`src/pkg/metering_irq_pkg.sv`:
```
// Purpose: Shared constants for the metering interrupt flag block
// Assumes: 32-bit plain register port, word addresses in bytes
// Notes:   Offsets and bit positions used by the block and its bench
package metering_irq_pkg;

  localparam int unsigned ADDR_WIDTH = 8;
  localparam int unsigned DATA_WIDTH = 32;

  // Register byte offsets
  localparam logic [7:0] ADDR_FLAGS   = 8'h00;
  localparam logic [7:0] ADDR_ENABLES = 8'h04;
  localparam logic [7:0] ADDR_MODE    = 8'h08;

  // Flag and enable bit positions, normal metering mode
  localparam int unsigned BIT_WAVEFORM = 0;
  localparam int unsigned BIT_PHASE_A  = 1;
  localparam int unsigned BIT_PHASE_B  = 2;
  localparam int unsigned BIT_PHASE_C  = 3;
  // Low-power completion bits
  localparam int unsigned BIT_LP_ONE   = 4;
  localparam int unsigned BIT_LP_TWO   = 5;
  localparam int unsigned FLAG_COUNT   = 6;

  localparam logic [5:0] FLAGS_RESET   = 6'h00;
  localparam logic [5:0] ENABLES_RESET = 6'h00;
  // Bits that belong to the normal metering mode
  localparam logic [5:0] NORMAL_MASK   = 6'h0F;
  localparam logic [5:0] LP_ONE_MASK   = 6'h10;
  localparam logic [5:0] LP_TWO_MASK   = 6'h20;

  // Operating mode codes in the mode register
  localparam logic [1:0] MODE_NORMAL  = 2'h0;
  localparam logic [1:0] MODE_LP_ONE  = 2'h1;
  localparam logic [1:0] MODE_LP_TWO  = 2'h2;
  localparam logic [1:0] MODE_RESET   = 2'h0;

endpackage : metering_irq_pkg

```
`src/pkg/flag_if.sv`:
```
// Purpose: Bundle between the register logic and the flag bank
// Assumes: Single clock domain
// Notes:   Carries events, write-one-to-clear mask and flag state
`timescale 1ns/10ps
interface flag_if;
  logic [5:0] events;
  logic [5:0] clear;
  logic [5:0] flags;

  modport ctrl (output events, output clear, input flags);
  modport bank (input events, input clear, output flags);
endinterface : flag_if

```
`src/flag_bank.sv`:
```
// Purpose: Sticky interrupt flags, set by events, cleared by writing one
// Assumes: Events are one-cycle pulses on the system clock
// Notes:   A set arriving with a clear wins
`timescale 1ns/10ps
module flag_bank
(
  input  wire logic clk_sys_in,
  input  wire logic rst_in,
  flag_if.bank      fl
);

  always_ff @(posedge clk_sys_in)
  begin
    if (rst_in)
      fl.flags <= metering_irq_pkg::FLAGS_RESET;
    else
      fl.flags <= (fl.flags & ~fl.clear) | fl.events;
  end

endmodule : flag_bank

```
`src/metering_interrupt_flags.sv`:
```
// Purpose: Interrupt flags, enables and active-low pin for a metering device
// Assumes: Event inputs are pulses from logic on the same clock
// Notes:   Registers: flags (W1C), enables, operating mode; read data one cycle later
`timescale 1ns/10ps
// Contract
// Phase B forward zero-crossing above threshold sets flag bit 2.
// Phase A forward zero-crossing above threshold sets flag bit 1.
// Set zero-crossing flag with enable one pulls interrupt pin low.
// Writing one clears phase B flag and withdraws its interrupt.
// Writing one clears phase A flag and withdraws its interrupt.
// Each 8 kHz waveform refresh sets flag bit 0.
// Writing one clears waveform flag; enabled interrupt withdrawn too.
// First low-power mode has one completion flag with own enable.
// Second low-power mode has one completion flag with own enable.
// Normal-mode sources have no effect in low-power modes.
// First low-power completion acts only in that mode.
// Second low-power completion acts only in that mode.
// Flags set regardless of enables; enables gate only the pin.
// Writing one clears phase C flag and withdraws its interrupt.
// Pin stays low while any enabled current-mode flag is set.
// After reset flags and enables are zero, pin high.
module metering_interrupt_flags
(
  input  wire logic        clk_sys_in,
  input  wire logic        rst_in,
  input  wire logic [7:0]  addr_in,
  input  wire logic [31:0] wdata_in,
  input  wire logic        write_in,
  input  wire logic        read_in,
  input  wire logic        phase_a_zero_cross_in,
  input  wire logic        phase_b_zero_cross_in,
  input  wire logic        phase_c_zero_cross_in,
  input  wire logic        waveform_refresh_in,
  input  wire logic        low_power_one_done_in,
  input  wire logic        low_power_two_done_in,
  output logic [31:0]      rdata_out,
  output logic [1:0]       mode_out,
  output logic             interrupt_out_n
);

  logic [5:0] interrupt_enables;
  logic [1:0] mode;
  logic [5:0] mode_mask;
  logic [5:0] raw_events;
  logic [5:0] pending;
  logic       wr_flags;

  flag_if fl ();

  flag_bank u_flag_bank
  (
    .clk_sys_in (clk_sys_in),
    .rst_in     (rst_in),
    .fl         (fl)
  );

  function automatic logic [5:0] mask_for_mode(input logic [1:0] m);
    case (m)
      metering_irq_pkg::MODE_NORMAL: mask_for_mode = metering_irq_pkg::NORMAL_MASK;
      metering_irq_pkg::MODE_LP_ONE: mask_for_mode = metering_irq_pkg::LP_ONE_MASK;
      metering_irq_pkg::MODE_LP_TWO: mask_for_mode = metering_irq_pkg::LP_TWO_MASK;
      default:                       mask_for_mode = 6'h00;
    endcase
  endfunction : mask_for_mode

  always_comb
  begin
    raw_events = 6'h00;
    raw_events[metering_irq_pkg::BIT_WAVEFORM] = waveform_refresh_in;
    raw_events[metering_irq_pkg::BIT_PHASE_A]  = phase_a_zero_cross_in;
    raw_events[metering_irq_pkg::BIT_PHASE_B]  = phase_b_zero_cross_in;
    raw_events[metering_irq_pkg::BIT_PHASE_C]  = phase_c_zero_cross_in;
    raw_events[metering_irq_pkg::BIT_LP_ONE]   = low_power_one_done_in;
    raw_events[metering_irq_pkg::BIT_LP_TWO]   = low_power_two_done_in;
  end

  assign mode_mask = mask_for_mode(mode);
  // Events of other modes are dropped
  assign fl.events = raw_events & mode_mask;
  assign wr_flags  = write_in && (addr_in == metering_irq_pkg::ADDR_FLAGS);
  assign fl.clear  = wr_flags ? wdata_in[5:0] : 6'h00;
  assign pending   = fl.flags & interrupt_enables & mode_mask;

  always_ff @(posedge clk_sys_in)
  begin
    if (rst_in)
      interrupt_enables <= metering_irq_pkg::ENABLES_RESET;
    else if (write_in && addr_in == metering_irq_pkg::ADDR_ENABLES)
      interrupt_enables <= wdata_in[5:0];
  end

  always_ff @(posedge clk_sys_in)
  begin
    if (rst_in)
      mode <= metering_irq_pkg::MODE_RESET;
    else if (write_in && addr_in == metering_irq_pkg::ADDR_MODE)
      mode <= wdata_in[1:0];
  end

  always_ff @(posedge clk_sys_in)
  begin
    if (rst_in)
      mode_out <= metering_irq_pkg::MODE_RESET;
    else
      mode_out <= mode;
  end

  // Pin follows flag state one cycle later
  always_ff @(posedge clk_sys_in)
  begin
    if (rst_in)
      interrupt_out_n <= 1'b1;
    else
      interrupt_out_n <= ~(|pending);
  end

  always_ff @(posedge clk_sys_in)
  begin
    if (rst_in)
      rdata_out <= 32'h0000_0000;
    else if (read_in)
    begin
      case (addr_in)
        metering_irq_pkg::ADDR_FLAGS:   rdata_out <= {26'h0, fl.flags};
        metering_irq_pkg::ADDR_ENABLES: rdata_out <= {26'h0, interrupt_enables};
        metering_irq_pkg::ADDR_MODE:    rdata_out <= {30'h0, mode};
        default:                        rdata_out <= 32'h0000_0000;
      endcase
    end
    else
      rdata_out <= 32'h0000_0000;
  end
endmodule : metering_interrupt_flags

```
`config.mk`:
```
export PLATFORM = sky130hd
export DESIGN_NAME = metering_interrupt_flags
export DESIGN_NICKNAME = d
export VERILOG_FILES = /design/src/pkg/metering_irq_pkg.sv /design/src/pkg/flag_if.sv /design/src/flag_bank.sv /design/src/metering_interrupt_flags.sv
export SDC_FILE = /design/constraint.sdc
export NUM_CORES = 1
export LEC_CHECK = 0
export BUFFER_PORTS_ARGS = -buffer_cell sky130_fd_sc_hd__clkbuf_2
export CORE_MARGIN = 3
export CORE_UTILIZATION = 30
export CTS_CLUSTER_SIZE = 14
export DETAILED_ROUTE_END_ITERATION = 12
export GPL_TIMING_DRIVEN = 1
export PLACE_DENSITY = 0.62
export SYNTH_ARGS = -nofsm -noshare
export SYNTH_HDL_FRONTEND = slang
export SYNTH_SLANG_ARGS = --single-unit
```
`constraint.sdc`:
```
create_clock -name clk_sys_in -period 1.18 [get_ports clk_sys_in]
set_input_delay 0.059 -clock clk_sys_in [delete_from_list [all_inputs] [get_ports clk_sys_in]]
set_output_delay 0.059 -clock clk_sys_in [all_outputs]
set_load 0.01 [all_outputs]
```
Word level (Yosys, flattened, before mapping)
Index checks and enable logic that the tools add are counted.

word-level totals
  bits in registers = 49
  bits of input ports = 50
  output and inout port bits = 35
  logic and storage cells = 28

cells by class
  bitwise gates (word level) = 8
  reduce and logical (&&, ||, !) cells = 7
  multiplexer cells = 3
  equality and inequality tests = 4

operators by type and width
  kind                                           number
  one-hot mux 6 bit (3 select lines)             2
  bitwise AND 6 bit                              4
  == test 8 x 3 -> 1 bit, second input constant  1
  == test 8 x 4 -> 1 bit, second input constant  1
  zero test 8 bit                                1
  2-to-1 mux 6 bit                               1
  inverter 6 bit                                 1
  bitwise OR 6 bit                               1
  OR reduction 6 bit                             1
  logical AND 1 bit                              3
  == test 2 x 1 -> 1 bit, second input constant  1
  == test 2 bit, second input constant           1
  zero test 2 bit                                1
  inverter 1 bit                                 2
  OR reduction 2 bit                             1

Logic depth before layout (Yosys ltp)
  depth after elaboration = 6
  depth in mapped cells = 5
  mapped depth without buffers = 4

Modules after synthesis
From an unflattened synthesis, not the netlist that was laid out.

unflattened totals
  cells, all modules = 141
  area, all modules = 1,320.0 µm²

modules (own cells, without submodules)
  module                    cells an instance  area each (µm²)  sequential area each (µm²)  times used
  metering_interrupt_flags  117                1,064.8          340.3                       1
  flag_bank                 24                 255.2            120.1                       1

Least setup slack after synthesis
Ideal clock, no wire load.

  path kind = register to register
  start = reg u_flag_bank.fl.flags[3]
  end = reg interrupt_out_n
  required time = 1,064 ps
  data arrival time = 867 ps
  period minus slack after synthesis = 983 ps
  buffers on the path = 0
  slack = 197 ps
  stages on the path, launching flop included = 4
  library setup time = 116 ps
  path through = dfxtp_1 > a22oi_1 > a211o_1 > a31o_2

on the way
  word-level cells in the longest chain between the ends = 4

RTL lines
  item                             line                             RTL
  from (decl)                      flag_if.sv:11                    modport bank (input events, input clear, output flags);
  from (signal assigned)           flag_bank.sv:15                  fl.flags <= metering_irq_pkg::FLAGS_RESET;
  from (signal assigned)           flag_bank.sv:17                  fl.flags <= (fl.flags & ~fl.clear) | fl.events;
  bitwise AND 6 bit (2 in series)  metering_interrupt_flags.sv:82   assign pending = fl.flags & interrupt_enables & mode_mask;
  OR reduction 6 bit               metering_interrupt_flags.sv:114  interrupt_out_n <= ~(|pending);
  inverter 1 bit                   metering_interrupt_flags.sv:114
  to (signal assigned)             metering_interrupt_flags.sv:114
  to (decl)                        metering_interrupt_flags.sv:38   output logic interrupt_out_n

Every way passes these cells.
A chain may end at the register's enable or synchronous reset.

Worst setup path in the final report
Same ends and word-level chain as after synthesis.

==> impl_metrics.yaml <==
outcome:
  status: "complete, no violations"
clock_tree:
  tritoncts: "yes"
  cts_sinks: 23
  clk_pin_slew_ps: 80
  cts-resized-gates: 0
  cts_buffers: 3
  clock_path_buffers: 2
  cts_htree_levels: 1
  cts_root_buf: "clkbuf_8"
  clk-insertion-delay-late_ps: 270
pwr:
  combinationalPowerShare: 0.126
  p_sw_uw: 373.3
  ir_worst_vdd_mv: 0.5440
  switching_share: 0.2527
  clkPwrFrac: 0.333
  power_leakage_nw: 0.6516
  power_density_nw_per_um2: 1057
  internal-power_mw: 1.104
  power_frac_seq: 0.541
layout:
  drive_gt1_frac: 0.2909
  fin_area_um2: 1398
  fin_nets: 216
  area_delta_synth_final_pct: 18.20
  final_util: 0.3733
  antennaDiodeCount: 0
logic_synthesis:
  ys.flop_type: "dfxtp_1"
  synth.area.mux_share: 0.1185
  synth_common_cells: "buf_4 (28), dfxtp_1 (23), nand2_1 (15)"
  synth_compound_area_frac: 0.09312
  synth_top_area_cell: "dfxtp_1"
  synth_xor_area_frac: 0
  synth_top_family_by_area: "simple AND/OR/NAND/NOR gates"
  synth_top_area_frac: 0.3894
  synth-adder-area-share: 0
  syn_inst: 125
  synth_simple_gate_area_frac: 0.1979
  syn_area_per_cell_um2: 9.459
  ys_warn_count: 0
  syn-cell-area_um2: 1182
  yosysUniqueCellTypes: 24
  ys_top_cells_by_area: "dfxtp_1 (39%), buf_4 (18%), mux2i_1 (12%)"
  synth.most_common_cell: "buf_4"
  ys_ff_latch: 23
  async_reset_ff_frac: 0
  synth-edff-count: 0
  ys_seq_area_frac: 0.3894
route:
  drtIter0Drc: 41
  ant_nets: 0
  dr.pass1.iters: 4
  wl_per_cell_um: 11.95
  drcViolationCount: 0
  finalWirelength_um: 2545
  viasPerCell: 4.507
  vias: 960
timing:
  fmax_mhz: 939.0
  fin_crit_ps: 1065
  rsz0062_at_grt: "false"
  fin_worst_skew_ps: 5.763
  setup_viol: 0
  setup_tns_ps: 0
  hold_viol: 0
  slew_violations: 0
  post-route-period-util: 0.9025
floorplan:
  pin_count: 85
  rows: 22
  coreArea_um2: 3744
  dieArea_um2: 4731
  die_w_um: 68.78
  initial_core_util: 0.3158
  die_h_um: 68.78
global_routing:
  grt_max_degree: 14
  grt_pass1_vias: 870
  grt-ovfl-total: 0
  antenna_found_initial: 0
  grt_pass1_wl_um: 3788
  grtUsageTotal: 0.1099
critical_path:
  cp-end-kind: "flop"
  arrival_ps: 1240
  critPathLaunchType: "flop"
  rr_worst_depth: 3
  worstPathMaxFanout: 3
  critPathRequiredTime_ps: 1350
  worst-setup-path-type: "reg -> reg"
placement:
  dp_hpwl_um: 2080
  place_area_um2: 1341
  port_buffers: 32
  place_congestion: 0.8424
worst_hold_path:
  hold_depth: 2
  min_path_type: "in -> reg"
job:
  drv_cap: 0
cells in the final DEF, fill, tap and decap left out, drive strengths merged, types with 3 or more instances in the layout:
| cell | instances |
|---|---|
| clkbuf | 35 |
| nor2b | 3 |
| buf | 9 |
| nand4b | 3 |
| a32o | 6 |
| dfxtp | 23 |
| nand2 | 15 |
| inv | 3 |
| nor2 | 7 |
| nand4 | 6 |
| conb | 26 |
| mux2i | 14 |
metrics by stage:
stage,worst slack [ps],hold slack (ps),instances,total power [mW]
after global routing,60.56,20.18,213,1.540
after detailed placement,-77.03,278.2,208,0.9983
after floorplan,197.1,158.3,150,0.9809
final,115.1,7.108,213,1.478
after global placement,-60.59,278.3,208,0.9970
after CTS,107.7,1.861,213,1.490
kinds of logic after synthesis:
logic type      after synthesis
compound gates               12
buf+inv                      34
flops                        23
mux                          14
other cells                   1
simple gates                 41
worst paths after layout:
| path | from | slack (ps) | endpoint |
|---|---|---|---|
| min reg2reg | interrupt_enables[2] | 470 | interrupt_enables[2] |
| min | phase_c_zero_cross_in | 7 | u_flag_bank.fl.flags[3] |
| max | u_flag_bank.fl.flags[3] | 120 | interrupt_out_n |
| max reg2reg | u_flag_bank.fl.flags[3] | 120 | interrupt_out_n |
sequential cells by signal (all words and copies together) (netlist names):
name                  flops
u_flag_bank.fl.flags      6
interrupt_out_n           1
rdata_out                 6
mode                      2
interrupt_enables         6
mode_out                  2
final cells by class:
cell class / count / area [um^2]
Fill cell: 406 / 2346
Inverter: 3 / 11.26
Timing Repair Buffer: 42 / 237.7
Tap cell: 48 / 60.06
Sequential cell: 23 / 460.4
Clock inverter: 1 / 5.005
Clock buffer: 3 / 41.29
Multi-Input combinational cell: 93 / 581.8
critical path, cell delays in order, from the launching register on:
cell     delay (ps)
dfxtp_1         360
a22oi_1         100
a211o_1         310
a31o_2          200
per-layer routing:
layer,up-vias,track usage,share of wire
met1,437,0.1394,0.46
li1,469,-,-
met3,4,0.02917,0.11
met4,0,0.04380,0.015
met2,50,0.1764,0.41
met5,-,0,0
repair_timing:
item,CTS,global route
hold buffers,1,0
setup buffers,0,0
hold endpoints to repair,1,0
power groups by stage:
stage	Sequential (mW)	Combinational [mW]	Clock [mW]
after floorplan	0.814	0.166	0
after detailed placement	0.818	0.180	0
final	0.799	0.186	0.493
after CTS	0.799	0.184	0.507
after global routing	0.802	0.204	0.534
after global placement	0.817	0.180	0
Power figures use the tool's default switching activity.
